===== config.mk =====
export PLATFORM = sky130hd
export DESIGN_NAME = bus_pin_function_mux
export DESIGN_NICKNAME = d
export VERILOG_FILES = /design/src/rtl/pin_mux_pkg.sv /design/src/rtl/bus_pin_function_mux.sv
export SDC_FILE = /design/constraint.sdc
export NUM_CORES = 1
export LEC_CHECK = 0
export CAP_MARGIN = 20
export CORE_MARGIN = 2
export CORE_UTILIZATION = 30
export CTS_CLUSTER_SIZE = 14
export DETAILED_ROUTE_END_ITERATION = 10
export DONT_BUFFER_PORTS = 1
export GPL_TIMING_DRIVEN = 0
export HOLD_SLACK_MARGIN = 0.02
export PLACE_DENSITY = 0.55
export SETUP_SLACK_MARGIN = 0.02
export SLEW_MARGIN = 0
export SYNTH_ARGS = -nofsm -noshare
export SYNTH_HDL_FRONTEND = slang
export SYNTH_SLANG_ARGS = --single-unit

===== constraint.sdc =====
create_clock -name CLOCK -period 1.05 [get_ports CLOCK]
set_input_delay 0.1575 -clock CLOCK [delete_from_list [all_inputs] [get_ports CLOCK]]
set_output_delay 0.1575 -clock CLOCK [all_outputs]
set_load 0.02 [all_outputs]

===== src/rtl/pin_mux_pkg.sv =====
package pin_mux_pkg;

  // ==========================================================
  // widths and reset values
  localparam int ADDR_LOW_W   = 16;
  localparam int NIBBLE_W     = 4;
  localparam int SHARED_W     = 3;
  localparam logic [15:0] ADDR_LOW_RST = 16'h0000;
  localparam logic [3:0]  NIBBLE_RST   = 4'h0;
  localparam logic [2:0]  SHARED_RST   = 3'h0;
  localparam logic [2:0]  PIN9_OE_RST  = 3'h0;
  // pulled-up pins read high until the filter sees otherwise
  localparam logic [2:0]  SYNC_RST     = 3'h7;
  // strobe pins idle high while held in reset
  localparam logic        STROBE_IDLE  = 1'h1;

  // ==========================================================
  // memory kinds steering the strobe pins
  typedef enum logic [1:0] {
    MEM_ASYNC = 2'h0,
    MEM_BURST = 2'h1,
    MEM_SDRAM = 2'h3
  } mem_kind_t;

  // port 9 function selects
  typedef struct packed {
    logic strobe_pin_select;
    logic advance_pin_select;
    logic write_pin_select;
  } port9_function_reg_t;

  // strobes from the bus controller
  typedef struct packed {
    logic addr_strobe_out;
    logic burst_flash_addr_strobe;
    logic sdram_row_strobe;
    logic burst_addr_advance;
    logic sdram_col_strobe;
    logic write_strobe;
    logic sdram_write_enable;
  } strobes_t;

  // one general-purpose port bit
  typedef struct packed {
    logic dout;
    logic oe;
  } gpio_bit_t;

endpackage : pin_mux_pkg


===== src/rtl/bus_pin_function_mux.sv =====
`timescale 1ns/1ns
// Notes on behaviour
// strobe select set gives kind-specific address strobe
// strobe select clear gives port9 bit4
// advance select gives burst advance or column
// advance select clear gives port9 bit5
// write select gives write or sdram write
// write select clear gives port9 bit6
// address bits 0..15 always driven
// bits 16..19 bus mode, else port6 0..3
// i2c enabled: pins 20..22 open-drain i2c
// software keeps port driver off for i2c
// i2c off, bus used: address 20..22
// i2c off, bus unused: port6 bits 4..6
// priority i2c, then bus, then port
module bus_pin_function_mux
  import pin_mux_pkg::*;
(
  input  wire logic                CLOCK,
  input  wire logic                SRST,
  input  wire logic                CE,
  input  wire port9_function_reg_t PORT9_FUNC,
  input  wire mem_kind_t           MEM_KIND,
  input  wire logic                EXT_BUS_MODE,
  input  wire logic                I2C_ENABLE,
  input  wire strobes_t            STROBES,
  input  wire logic [22:0]         BUS_ADDR,
  input  wire gpio_bit_t [2:0]     PORT9_GPIO,
  input  wire gpio_bit_t [6:0]     PORT6_GPIO,
  input  wire logic [2:0]          I2C_DRIVE_LOW,
  input  wire logic [2:0]          SHARED_PIN_IN,
  output logic [2:0]               PIN9_OUT,
  output logic [2:0]               PIN9_OE,
  output logic [15:0]              ADDR_LOW_OUT,
  output logic [3:0]               NIBBLE_OUT,
  output logic [3:0]               NIBBLE_OE,
  output logic [2:0]               SHARED_OUT,
  output logic [2:0]               SHARED_OE,
  output logic [2:0]               SHARED_IN_SYNC
);

  // ==========================================================
  // strobe pins of port 9
  logic [2:0] pin9_out_r;
  logic [2:0] pin9_out_nxt;
  logic [2:0] pin9_oe_r;
  logic [2:0] pin9_oe_nxt;
  logic       strobe_sel;

  always_comb begin
    pin9_out_nxt = pin9_out_r;
    pin9_oe_nxt  = pin9_oe_r;
    case (MEM_KIND)
      MEM_BURST: strobe_sel = STROBES.burst_flash_addr_strobe;
      MEM_SDRAM: strobe_sel = STROBES.sdram_row_strobe;
      default:   strobe_sel = STROBES.addr_strobe_out;
    endcase
    if (CE) begin
      // strobe by memory
      if (PORT9_FUNC.strobe_pin_select) begin
        pin9_out_nxt[0] = strobe_sel;
        pin9_oe_nxt[0]  = 1'h1;
      end else begin
        // port bit four
        pin9_out_nxt[0] = PORT9_GPIO[0].dout;
        pin9_oe_nxt[0]  = PORT9_GPIO[0].oe;
      end
      // advance or column
      if (PORT9_FUNC.advance_pin_select) begin
        pin9_out_nxt[1] = (MEM_KIND == MEM_SDRAM) ? STROBES.sdram_col_strobe
                                                  : STROBES.burst_addr_advance;
        pin9_oe_nxt[1]  = 1'h1;
      end else begin
        // port bit five
        pin9_out_nxt[1] = PORT9_GPIO[1].dout;
        pin9_oe_nxt[1]  = PORT9_GPIO[1].oe;
      end
      // write strobe
      if (PORT9_FUNC.write_pin_select) begin
        pin9_out_nxt[2] = (MEM_KIND == MEM_SDRAM) ? STROBES.sdram_write_enable
                                                  : STROBES.write_strobe;
        pin9_oe_nxt[2]  = 1'h1;
      end else begin
        // port bit six
        pin9_out_nxt[2] = PORT9_GPIO[2].dout;
        pin9_oe_nxt[2]  = PORT9_GPIO[2].oe;
      end
    end
  end

  always_ff @(posedge CLOCK) begin
    if (SRST) begin
      pin9_out_r <= {3{STROBE_IDLE}};
      pin9_oe_r  <= PIN9_OE_RST;
    end else begin
      pin9_out_r <= pin9_out_nxt;
      pin9_oe_r  <= pin9_oe_nxt;
    end
  end

  assign PIN9_OUT = pin9_out_r;
  assign PIN9_OE  = pin9_oe_r;

  // ==========================================================
  // address pins 0..19
  logic [15:0] addr_low_r;
  logic [15:0] addr_low_nxt;
  logic [3:0]  nibble_r;
  logic [3:0]  nibble_nxt;
  logic [3:0]  nibble_oe_r;
  logic [3:0]  nibble_oe_nxt;

  always_comb begin
    addr_low_nxt  = addr_low_r;
    nibble_nxt    = nibble_r;
    nibble_oe_nxt = nibble_oe_r;
    if (CE) begin
      // dedicated low address
      addr_low_nxt = BUS_ADDR[15:0];
      for (int i = 0; i < NIBBLE_W; i++) begin
        // bus mode or port6
        if (EXT_BUS_MODE) begin
          nibble_nxt[i]    = BUS_ADDR[16+i];
          nibble_oe_nxt[i] = 1'h1;
        end else begin
          nibble_nxt[i]    = PORT6_GPIO[i].dout;
          nibble_oe_nxt[i] = PORT6_GPIO[i].oe;
        end
      end
    end
  end

  always_ff @(posedge CLOCK) begin
    if (SRST) begin
      addr_low_r  <= ADDR_LOW_RST;
      nibble_r    <= NIBBLE_RST;
      nibble_oe_r <= NIBBLE_RST;
    end else begin
      addr_low_r  <= addr_low_nxt;
      nibble_r    <= nibble_nxt;
      nibble_oe_r <= nibble_oe_nxt;
    end
  end

  assign ADDR_LOW_OUT = addr_low_r;
  assign NIBBLE_OUT   = nibble_r;
  assign NIBBLE_OE    = nibble_oe_r;

  // ==========================================================
  // shared pins: address 20..22, i2c, port6 bits 4..6
  logic [2:0] shared_r;
  logic [2:0] shared_nxt;
  logic [2:0] shared_oe_r;
  logic [2:0] shared_oe_nxt;

  generate
    for (genvar g = 0; g < SHARED_W; g++) begin : g_shared
      always_comb begin
        shared_nxt[g]    = shared_r[g];
        shared_oe_nxt[g] = shared_oe_r[g];
        if (CE) begin
          // i2c, bus, port
          if (I2C_ENABLE) begin
            // open-drain, low only
            shared_nxt[g]    = 1'h0;
            // port6 enable is ORed in; software keeps it off
            shared_oe_nxt[g] = I2C_DRIVE_LOW[g] | PORT6_GPIO[4+g].oe;
          end else if (EXT_BUS_MODE) begin
            // upper address
            shared_nxt[g]    = BUS_ADDR[20+g];
            shared_oe_nxt[g] = 1'h1;
          end else begin
            // port6 bits
            shared_nxt[g]    = PORT6_GPIO[4+g].dout;
            shared_oe_nxt[g] = PORT6_GPIO[4+g].oe;
          end
        end
      end
    end
  endgenerate

  always_ff @(posedge CLOCK) begin
    if (SRST) begin
      shared_r    <= SHARED_RST;
      shared_oe_r <= SHARED_RST;
    end else begin
      shared_r    <= shared_nxt;
      shared_oe_r <= shared_oe_nxt;
    end
  end

  assign SHARED_OUT = shared_r;
  assign SHARED_OE  = shared_oe_r;

  // ==========================================================
  // pin level back to the i2c controller; third stage confirms
  logic [2:0] sync1_r;
  logic [2:0] sync2_r;
  logic [2:0] sync3_r;
  logic [2:0] in_sync_r;
  logic [2:0] in_sync_nxt;

  always_comb begin
    in_sync_nxt = in_sync_r;
    for (int i = 0; i < SHARED_W; i++) begin
      if (sync2_r[i] == sync3_r[i]) begin
        in_sync_nxt[i] = sync3_r[i];
      end
    end
  end

  always_ff @(posedge CLOCK) begin
    if (SRST) begin
      sync1_r   <= SYNC_RST;
      sync2_r   <= SYNC_RST;
      sync3_r   <= SYNC_RST;
      in_sync_r <= SYNC_RST;
    end else if (CE) begin
      sync1_r   <= SHARED_PIN_IN;
      sync2_r   <= sync1_r;
      sync3_r   <= sync2_r;
      in_sync_r <= in_sync_nxt;
    end
  end

  assign SHARED_IN_SYNC = in_sync_r;

  // ==========================================================
  // checks
  a_strobe_select: assert property (@(posedge CLOCK) disable iff (SRST)
    CE && PORT9_FUNC.strobe_pin_select |=> PIN9_OE[0] && PIN9_OUT[0] == $past(strobe_sel))
    else $error("strobe pin not driven");
  a_port9_bit4: assert property (@(posedge CLOCK) disable iff (SRST)
    CE && !PORT9_FUNC.strobe_pin_select |=> PIN9_OE[0] == $past(PORT9_GPIO[0].oe))
    else $error("port9 bit4 enable wrong");
  a_advance_pin: assert property (@(posedge CLOCK) disable iff (SRST)
    CE && PORT9_FUNC.advance_pin_select && MEM_KIND == MEM_SDRAM
    |=> PIN9_OUT[1] == $past(STROBES.sdram_col_strobe))
    else $error("column strobe wrong");
  a_port9_bit5: assert property (@(posedge CLOCK) disable iff (SRST)
    CE && !PORT9_FUNC.advance_pin_select |=> PIN9_OUT[1] == $past(PORT9_GPIO[1].dout))
    else $error("port9 bit5 wrong");
  a_write_pin: assert property (@(posedge CLOCK) disable iff (SRST)
    CE && PORT9_FUNC.write_pin_select && MEM_KIND != MEM_SDRAM
    |=> PIN9_OUT[2] == $past(STROBES.write_strobe) && PIN9_OE[2])
    else $error("write strobe wrong");
  a_port9_bit6: assert property (@(posedge CLOCK) disable iff (SRST)
    CE && !PORT9_FUNC.write_pin_select |=> PIN9_OUT[2] == $past(PORT9_GPIO[2].dout))
    else $error("port9 bit6 wrong");
  a_addr_low: assert property (@(posedge CLOCK) disable iff (SRST)
    CE |=> ADDR_LOW_OUT == $past(BUS_ADDR[15:0]))
    else $error("low address wrong");
  a_nibble_mode: assert property (@(posedge CLOCK) disable iff (SRST)
    CE && EXT_BUS_MODE |=> NIBBLE_OE == 4'hF && NIBBLE_OUT == $past(BUS_ADDR[19:16]))
    else $error("upper nibble wrong");
  a_i2c_open: assert property (@(posedge CLOCK) disable iff (SRST)
    CE && I2C_ENABLE |=> SHARED_OUT == 3'h0)
    else $error("i2c pin drives high");
  a_shared_addr: assert property (@(posedge CLOCK) disable iff (SRST)
    CE && !I2C_ENABLE && EXT_BUS_MODE |=> SHARED_OUT == $past(BUS_ADDR[22:20]))
    else $error("shared address wrong");
  a_shared_port: assert property (@(posedge CLOCK) disable iff (SRST)
    CE && !I2C_ENABLE && !EXT_BUS_MODE |=> SHARED_OE[0] == $past(PORT6_GPIO[4].oe))
    else $error("port6 bit4 wrong");
  a_i2c_priority: assert property (@(posedge CLOCK) disable iff (SRST)
    CE && I2C_ENABLE && EXT_BUS_MODE && I2C_DRIVE_LOW == 3'h0 && !PORT6_GPIO[4].oe
    |=> !SHARED_OE[0])
    else $error("bus overrides i2c");
  a_freeze: assert property (@(posedge CLOCK) disable iff (SRST)
    !CE |=> $stable(PIN9_OUT) && $stable(SHARED_OUT))
    else $error("state moved while frozen");
  a_burst_strobe: assert property (@(posedge CLOCK) disable iff (SRST)
    CE && PORT9_FUNC.strobe_pin_select && MEM_KIND == MEM_BURST
    |=> PIN9_OUT[0] == $past(STROBES.burst_flash_addr_strobe))
    else $error("burst address strobe wrong");
  a_burst_advance: assert property (@(posedge CLOCK) disable iff (SRST)
    CE && PORT9_FUNC.advance_pin_select && MEM_KIND != MEM_SDRAM
    |=> PIN9_OUT[1] == $past(STROBES.burst_addr_advance) && PIN9_OE[1])
    else $error("burst advance wrong");
  a_sdram_write: assert property (@(posedge CLOCK) disable iff (SRST)
    CE && PORT9_FUNC.write_pin_select && MEM_KIND == MEM_SDRAM
    |=> PIN9_OUT[2] == $past(STROBES.sdram_write_enable) && PIN9_OE[2])
    else $error("sdram write enable wrong");
  a_nibble_port: assert property (@(posedge CLOCK) disable iff (SRST)
    CE && !EXT_BUS_MODE
    |=> NIBBLE_OUT[0] == $past(PORT6_GPIO[0].dout) && NIBBLE_OE[0] == $past(PORT6_GPIO[0].oe))
    else $error("port6 bit0 wrong");
  a_shared_bus_oe: assert property (@(posedge CLOCK) disable iff (SRST)
    CE && !I2C_ENABLE && EXT_BUS_MODE |=> SHARED_OE == 3'h7)
    else $error("shared address not driven");
  a_i2c_pull: assert property (@(posedge CLOCK) disable iff (SRST)
    CE && I2C_ENABLE && I2C_DRIVE_LOW[1] |=> SHARED_OE[1] && !SHARED_OUT[1])
    else $error("i2c clock not pulled low");
  // a level seen by only one stage must not reach the controller
  a_sync_hold: assert property (@(posedge CLOCK) disable iff (SRST)
    CE && sync2_r[0] != sync3_r[0] |=> SHARED_IN_SYNC[0] == $past(SHARED_IN_SYNC[0]))
    else $error("unconfirmed pin level passed");

  c_sdram_strobes: cover property (@(posedge CLOCK)
    CE && MEM_KIND == MEM_SDRAM && PORT9_FUNC == 3'h7);
  c_i2c_low: cover property (@(posedge CLOCK) CE && I2C_ENABLE && I2C_DRIVE_LOW != 3'h0);
  c_port_mode: cover property (@(posedge CLOCK) CE && !I2C_ENABLE && !EXT_BUS_MODE);
  c_bus_mode: cover property (@(posedge CLOCK) CE && !I2C_ENABLE && EXT_BUS_MODE);

endmodule : bus_pin_function_mux


==> results of run 1 <==
[worst paths after layout]
kind	from	endpoint	slack (ns)	cells after the start
max	SHARED_IN_SYNC[0]	SHARED_IN_SYNC[0]	0.1	0
min	MEM_KIND[0]	PIN9_OUT[0]	0.04	2
max reg2reg	PIN9_OE[0]	PIN9_OE[0]	0.22	2
min reg2reg	sync1_r[0]	sync2_r[0]	0.46	1
[layer usage]
layer / vias to the layer above / global-route usage, % / part of all wire, %
met5: - / 0 / 0
met4: 0 / 4.33 / 1.2
met3: 5 / 6.00 / 8.4
met2: 62 / 23.6 / 48
met1: 684 / 15.9 / 42
li1: 740 / - / -
[power groups by stage]
stage	clock [W]	sequential (W)	combinational [W]
after global placement	0	0.00217	0.000363
after floorplan	0	0.00215	0.000306
after CTS	0.00119	0.00213	0.000438
after global routing	0.00126	0.00214	0.000491
final	0.00113	0.00212	0.000435
after detailed placement	0	0.00217	0.000369
[layout make-up]
type,count,share of cell area (%)
Multi-Input combinational cell,129,35.5
Clock buffer,8,3.80
Buffer,13,5.65
Tap cell,77,4.06
Sequential cell,48,40.5
Timing Repair Buffer,23,9.71
Inverter,5,0.792
[timing repair]
action / CTS / global route
endpoints found under the hold margin: 23 / 0
gates resized for setup: 0 / 0
buffers inserted: 0 / 0
hold buffers: 23 / 0
[stage by stage]
| step | utilization [%] | area, um^2 | total power (W) | setup WS (ns) | instances |
|---|---|---|---|---|---|
| floorplan | - | 1950 | 0.00245 | 0.139 | 195 |
| global placement | 32.5 | 2050 | 0.00253 | 0.0695 | 272 |
| detailed placement | 32.5 | 2050 | 0.00254 | 0.0474 | 272 |
| CTS | 37.6 | 2370 | 0.00375 | 0.0767 | 303 |
| global route | 37.6 | 2370 | 0.00389 | 0.0482 | 303 |
| finish | 37.6 | 2370 | 0.00369 | 0.0969 | 303 |
[cell usage in the layout, fill, tap and decap left out, drive strengths merged]
cell type | Yosys | layout
dfxtp | 48 | 48
nor2 | 38 | 38
dlygate4sd3 | 0 | 23
mux2i | 20 | 20
clkbuf | 4 | 12
a21oi | 11 | 11
a211oi | 10 | 10
buf | 9 | 9
a211o | 8 | 8
nor2b | 7 | 7
o21ai | 5 | 5
inv | 5 | 5
nand2b | 4 | 4
o22ai | 4 | 4
mux2 | 4 | 4
a22oi | 3 | 3
o21bai | 3 | 3
a21boi | 2 | 2
a311oi | 2 | 2
and2 | 2 | 2
nor3 | 2 | 2
and2b | 1 | 1
nand3b | 1 | 1
nand3 | 1 | 1
a31oi | 1 | 1
[cell families (layout without fill, tap and decap cells)]
group           Yosys count  in the layout  share of synthesized area [%]
flops                    48             48                           49.2
simple gates             56             56                           13.1
buf+inv                  18             49                           7.81
compound gates           49             49                           17.3
mux                      24             24                           12.5
==> results.toml, run 1 <==
[outcome]
run_status = "finished, final reports clean"

[floorplan]
num_io_pins = 105
placement_rows = 29
initial_core_util_pct = 31.0
core_area_um2 = 6310
die_w_um = 84.7
fp.dieH_um = 84.7
floorplan.die_area_um2 = 7180

[pwr]
power_report.internal_total_w = 0.00271
ir_drop_mv = 0.621
share_of_total_power_consumed_by_net_switching_pct = 26.4
power.share.sequential_pct = 57.6
power.combinational.fraction_pct = 11.8
power.clock.fraction_pct = 30.6
power.density_nw_per_um2 = 1560
power.net_switching_w = 0.000976
cellLeakagePower_nw = 0.968

[sta]
hold-worst-slack_ns = 0.0352
fin_skew_ns = 0.00357
timing_hold_violations_final = 0
fin_tns_setup_ns = 0
setup_viol = 0
period_needed_ns = 0.953
max-slew-margin-rel_pct = 65.1
timing_max_transition_violations_final = 0
max_slew.worst_pin.slew_ns = 0.523
timing.final.crit_share_pct = 90.8
rsz_0062_raised_after_global_routing = "no"
fmax_mhz = 1050

[final_layout]
antenna_cells_inserted = 0
largest_register_ffs = 16
syn2layout_area_growth_pct = 21.3
multi_input_area_um2 = 841
fillerInstances = 654
final_layout_size_suffix_gt1_share_pct = 9.73
finish.net_count = 291
ff_latch_area_um2 = 961

[yosys]
ys_dominant_reg_cell = "sky130_fd_sc_hd__dfxtp_1"
synth.yosys.seq_area_share_pct = 49.2
synth_async_sr_flop_share_pct = 0
postSynthNetCount = 261
syn_avg_cell_area_um2 = 10.0
synth.top_cells.by_count = "48 x sky130_fd_sc_hd__dfxtp_1, 37 x sky130_fd_sc_hd__nor2_1, 20 x sky130_fd_sc_hd__mux2i_1, 11 x sky130_fd_sc_hd__a21oi_1, 9 x sky130_fd_sc_hd__a211oi_1"
synthTopCellsByArea = "sky130_fd_sc_hd__dfxtp_1 49%, sky130_fd_sc_hd__mux2i_1 10%, sky130_fd_sc_hd__nor2_1 7.1%"
synth.most_common_cell = "sky130_fd_sc_hd__dfxtp_1"
synthesis.instances = 195
synth-seq-cells = 48
synth.cell_area_um2 = 1950
yosys.area.top_type_share_pct = 49.2
synth.distinct_cells = 30
synthesis.yosys.warnings = 0
yosys.area.top_type = "sky130_fd_sc_hd__dfxtp_1"
number_of_synthesized_flops_with_an_enable_pin = 0

[place]
gp_routability_congestion = 0.689
detailed_place_hpwl_um = 3210
buffer_ports.inserted = 0

[drt]
routed-via-count = 1491
totalWireLength_um = 4750
antenna_left = 0
number_of_remaining_drc_errors = 0
first_pass_iters = 3
vias_per_cell = 4.92
detail_route.iter0.violations = 86
route.detailed.wl_per_inst_um = 15.7

[grt]
grt_antenna_before_repair = 0
grt_pass1_vias = 1532
grt_max_degree = 14
groute.usage.overall_pct = 13.9
overflow = 0
grt_pass1_wl_um = 7660

[clocking]
cts-root-buf = "sky130_fd_sc_hd__clkbuf_8"
cts_buffer_depth = 2
cts-buffers-inserted = 5
cts.htree.levels = 2
path_clk_slew_ns = 0.08
clock_tree_from_tritoncts = "yes"
cts.sinks = 48
insertion_delay_ns = 0.29

[hold_path]
min_path_type = "in2reg"

[critical_path]
crit_path_end_kind = "output port"
worstSetupStartpointType = "flip-flop"
worst-path-max-fanout = 3
worst_ep_required_time_ns = 0.89
criticalPathCategory = "reg2out"
critical_path_arrival_ns = 0.80

[run]
max-cap-violations = 0
Note: power is estimated with default switching activity, not from simulation.
==> run 2, diff against run 1 <==
REMOVE_ABC_BUFFERS = 1   (was unset)
==> run 2 against run 1 <==
  * The flow now finishes with violations (hold timing)
  * Critical path type unchanged
  * Register-to-register slack barely moved
  * First-iteration DRC count decreased by 47%
  * Total power fell by 3.9%
==> results.toml, run 2 (same netlist as run 1, synthesis figures left out) <==
[drt]
number_of_remaining_drc_errors = 0
route.detailed.wl_per_inst_um = 15.9
vias_per_cell = 5.17
totalWireLength_um = 4250
first_pass_iters = 4
detail_route.iter0.violations = 46
routed-via-count = 1380
antenna_left = 0

[final_layout]
syn2layout_area_growth_pct = 4.03
final_cell_mix = "48 x sky130_fd_sc_hd__dfxtp_1, 37 x sky130_fd_sc_hd__nor2_1, 20 x sky130_fd_sc_hd__mux2i_1, 11 x sky130_fd_sc_hd__a21oi_1, 9 x sky130_fd_sc_hd__a211oi_1"
layout_commonest_cell = "sky130_fd_sc_hd__dfxtp_1"
largest_register_ffs = 16
finish.net_count = 256
antenna_cells_inserted = 0
fillerInstances = 683
final_layout_size_suffix_gt1_share_pct = 7.89

[grt]
grt_antenna_before_repair = 0
overflow = 0
grt_pass1_vias = 1289
groute.usage.overall_pct = 10.9
grt_max_degree = 64
grt_pass1_wl_um = 6130

[floorplan]
die_w_um = 84.7
fp.dieH_um = 84.7
initial_core_util_pct = 31.0
placement_rows = 29
num_io_pins = 105
floorplan.die_area_um2 = 7180
core_area_um2 = 6310

[place]
dp_worst_slack_ns = 0.177
buffer_ports.inserted = 0
detailed_place_hpwl_um = 2640
gp_routability_congestion = 0.682

[hold_path]
worst_hold_path.num_cells = 1
min_path_type = "in2reg"

[clocking]
cts.sinks = 48
cts.htree.levels = 2
clock_tree_from_tritoncts = "yes"
cts-buffers-inserted = 5
post-cts-setup-buffer-count = 0
path_clk_slew_ns = 0.09
cts-root-buf = "sky130_fd_sc_hd__clkbuf_8"
post_cts_resized = 0
cts_buffer_depth = 2
insertion_delay_ns = 0.29

[critical_path]
regToRegSetupSlack_ns = 0.22
worstSetupStartpointType = "flip-flop"
worst-path-stages = 0
crit_start = "SHARED_OE[1]"
crit_path_end_kind = "output port"
worst-path-max-fanout = 2
worst-r2r-cell-count = 3
critical_path_arrival_ns = 0.77
r2r-start = "sync2_r[2]"
worst_ep_required_time_ns = 0.89
critPathCapture = "SHARED_OE[1]"
crit-reg2reg-capture = "SHARED_IN_SYNC[2]"
criticalPathCategory = "reg2out"

[pwr]
cellLeakagePower_nw = 0.820
power.net_switching_w = 0.000876
ir_drop_mv = 0.649
power.density_nw_per_um2 = 1740
power.clock.fraction_pct = 33.0
power.combinational.fraction_pct = 7.2
power.share.sequential_pct = 59.8
share_of_total_power_consumed_by_net_switching_pct = 24.7
power_report.internal_total_w = 0.00267

[sta]
fin_skew_ns = 0.00228
period_needed_ns = 0.924
fmax_mhz = 1080
setup_ws_ns = 0.126
timing.final.crit_share_pct = 88.0
setup_viol = 0
timing_hold_violations_final = 39
max-slew-margin-rel_pct = 74.0
rsz_0062_raised_after_global_routing = "no"
fin_tns_setup_ns = 0
timing_max_transition_violations_final = 0
max_slew.worst_pin.slew_ns = 0.390
hold-worst-slack_ns = -0.0848

[outcome]
violations = "hold timing"
run_status = "finished, violations left"

[run]
max-cap-violations = 0
## run 2: cell count changes in the layout (fill, tap and decap cells not counted)
cell                            before  now
sky130_fd_sc_hd__dlygate4sd3_1      23    0
sky130_fd_sc_hd__clkbuf_1            6    0
sky130_fd_sc_hd__buf_6               5    0
sky130_fd_sc_hd__buf_12              2    1
sky130_fd_sc_hd__buf_4               1    0
sky130_fd_sc_hd__buf_8               1    0
sky130_fd_sc_hd__clkbuf_8            6    7
## run 2: worst min-delay path by stage
stage / start / slack, ns / end
floorplan: SRST / 0.22 / PIN9_OE[1]
global placement: SRST / 0.23 / PIN9_OE[1]
detailed placement: SRST / 0.23 / PIN9_OE[1]
CTS: SRST / -0.1 / PIN9_OE[1]
global route: SRST / -0.11 / PIN9_OE[1]
finish: SRST / -0.08 / PIN9_OE[1]
## run 2: power by group through the flow
stage | registers (W) | clock network, W | logic [W]
floorplan | 0.00215 | 0 | 0.000205
global placement | 0.00217 | 0 | 0.000224
detailed placement | 0.00217 | 0 | 0.000232
CTS | 0.00212 | 0.00123 | 0.000231
global route | 0.00214 | 0.00129 | 0.000289
finish | 0.00212 | 0.00117 | 0.000254
## run 2: layer usage
metal,GRT usage [%],routed length [um],part of all wire (%),vias to the layer above
met4,3.03,51,1.2,0
met1,13.6,2010,47,644
met3,5.01,345,8.1,5
met2,17.0,1840,43,63
li1,-,-,-,668
met5,0,0,0,-
## run 2: layout make-up
| type | instances | area, um^2 | share of cell area, % |
|---|---|---|---|
| sequential | 48 | 961 | 47.3 |
| multi-input combinational | 129 | 841 | 41.4 |
| clock buffer | 7 | 96.3 | 4.74 |
| inverter | 5 | 18.8 | 0.923 |
| tap | 77 | 96.3 | 4.74 |
| timing repair buffer | 1 | 20.0 | 0.985 |
## run 2: per-stage QoR
step / instance area (um^2) / std cells / utilization, % / power (W)
after global routing: 2030 / 267 / 32.2 / 0.00372
after floorplan: 1820 / 182 / - / 0.00235
final: 2030 / 267 / 32.2 / 0.00355
after detailed placement: 1920 / 259 / 30.4 / 0.00240
after CTS: 2010 / 266 / 31.9 / 0.00359
after global placement: 1920 / 259 / 30.4 / 0.00239
==> run 3, diff against run 2 <==
CORE_UTILIZATION = 25   (was 30)
PLACE_DENSITY = 0.49   (was 0.55)
==> run 3 against run 2 <==
  * The run still ends with hold timing left
  * Critical path depth is the same
  * Clock-buffer cell count up 1
  * Sequential power about the same
  * Global-route usage decreased by 1.3 points
  * Critical path type unchanged
  * Die area is 19% higher
  * Final cell count increased by 9.7%
  * Clock skew is 0.0019 ns lower
  * Critical endpoint is now SHARED_OE[0]
  * Via count decreased by 3.7%
  * Register-to-register slack got worse by 0.03 ns
==> results.toml, run 3 (same netlist as run 1, synthesis figures left out) <==
[clocking]
path_clk_slew_ns = 0.09
cts.sinks = 48
holdBufCountCts = 1
clock_tree_from_tritoncts = "yes"
cts-root-buf = "sky130_fd_sc_hd__clkbuf_8"
cts.htree.levels = 2
post-cts-setup-buffer-count = 0
cts_buffer_depth = 2
insertion_delay_ns = 0.28
cts-buffers-inserted = 5
post_cts_resized = 0

[drt]
route.detailed.wl_per_inst_um = 14.3
first_pass_iters = 4
routed-via-count = 1329
vias_per_cell = 4.54
totalWireLength_um = 4180
antenna_left = 0
number_of_remaining_drc_errors = 0
detail_route.iter0.violations = 22

[sta]
fmax_mhz = 1030
fin_tns_setup_ns = 0
rsz_0062_raised_after_global_routing = "no"
hold-worst-slack_ns = -0.0729
period_needed_ns = 0.973
timing_hold_violations_final = 39
max_slew.worst_pin.slew_ns = 0.333
timing.final.crit_share_pct = 92.7
setup_viol = 0
fin_skew_ns = 0.000424
max-slew-margin-rel_pct = 77.8
timing_max_transition_violations_final = 0

[floorplan]
floorplan.die_area_um2 = 8540
core_area_um2 = 7650
placement_rows = 32
die_w_um = 92.4
initial_core_util_pct = 25.6
num_io_pins = 105
fp.dieH_um = 92.4

[critical_path]
crit_path_end_kind = "output port"
critical_path_arrival_ns = 0.82
worst-path-max-fanout = 2
criticalPathCategory = "reg2out"
worst_ep_required_time_ns = 0.89
worstSetupStartpointType = "flip-flop"

[place]
detailed_place.area_um2 = 1950
detailed_place_hpwl_um = 2840
dp_cells = 284
gp_routability_congestion = 0.688
buffer_ports.inserted = 0

[final_layout]
layout_commonest_cell = "sky130_fd_sc_hd__dfxtp_1"
largest_register_ffs = 16
final_layout_size_suffix_gt1_share_pct = 6.81
syn2layout_area_growth_pct = 4.80
final-instance-count-excl-fill = 293
multi_input_area_um2 = 841
final_cell_mix = "48 x sky130_fd_sc_hd__dfxtp_1, 37 x sky130_fd_sc_hd__nor2_1, 20 x sky130_fd_sc_hd__mux2i_1, 11 x sky130_fd_sc_hd__a21oi_1, 9 x sky130_fd_sc_hd__a211oi_1"
fin_util_pct = 26.8
ff_latch_area_um2 = 961
antenna_cells_inserted = 0
finish.net_count = 256
fillerInstances = 819
design_area_um2 = 2050

[grt]
grt_pass1_vias = 1280
grt_pass1_wl_um = 6380
grt_max_degree = 64
grt_antenna_before_repair = 0
overflow = 0
groute.usage.overall_pct = 9.61

[pwr]
ir_drop_mv = 0.642
power.density_nw_per_um2 = 1700
cellLeakagePower_nw = 0.810

[run]
max-cap-violations = 0

[outcome]
run_status = "finished, violations left"
violations = "hold timing"

[hold_path]
min_path_type = "in2reg"
==> run 3: per-stage QoR <==
stage / total power, W / setup slack (ns)
6_report: 0.00348 / 0.0766
5_1_grt: 0.00365 / 0.0434
4_1_cts: 0.00355 / 0.0580
3_5_place_dp: 0.00240 / 0.210
3_3_place_gp: 0.00239 / 0.214
2_1_floorplan: 0.00235 / 0.286
==> run 3: path summary, 6_finish.rpt <==
path,start,endpoint,slack [ns],cells after the start
min reg2reg,sync3_r[2],sync3_r[2],0.46,2
min,SRST,ADDR_LOW_OUT[8],-0.07,1
max reg2reg,SHARED_OE[0],SHARED_OE[0],0.19,2
max,SHARED_OE[0],SHARED_OE[0],0.08,0
==> run 3: final cells by class <==
type,count,share of cell area [%]
well taps,102,6.23
clock buffers,8,4.40
flip-flops and latches,48,46.9
repair buffers,1,0.489
multi-input cells,129,41.1
inverters,5,0.916
==> run 3: power breakdown <==
part / internal [W] / switching [W] / leakage (nW)
Sequential: 0.00194 / 0.000189 / 0.398
Clock: 0.000538 / 0.000579 / 0.0455
Combinational: 0.000142 / 0.0000923 / 0.367
Total: 0.00262 / 0.000860 / 0.810
==> run 3: per-layer routing <==
metal	GRT usage, %	up-vias	share of wire, %
met1	12.3	595	47
met5	0	-	0
met3	3.50	4	7.5
met2	14.8	65	44
met4	3.48	0	0.67
li1	-	665	-
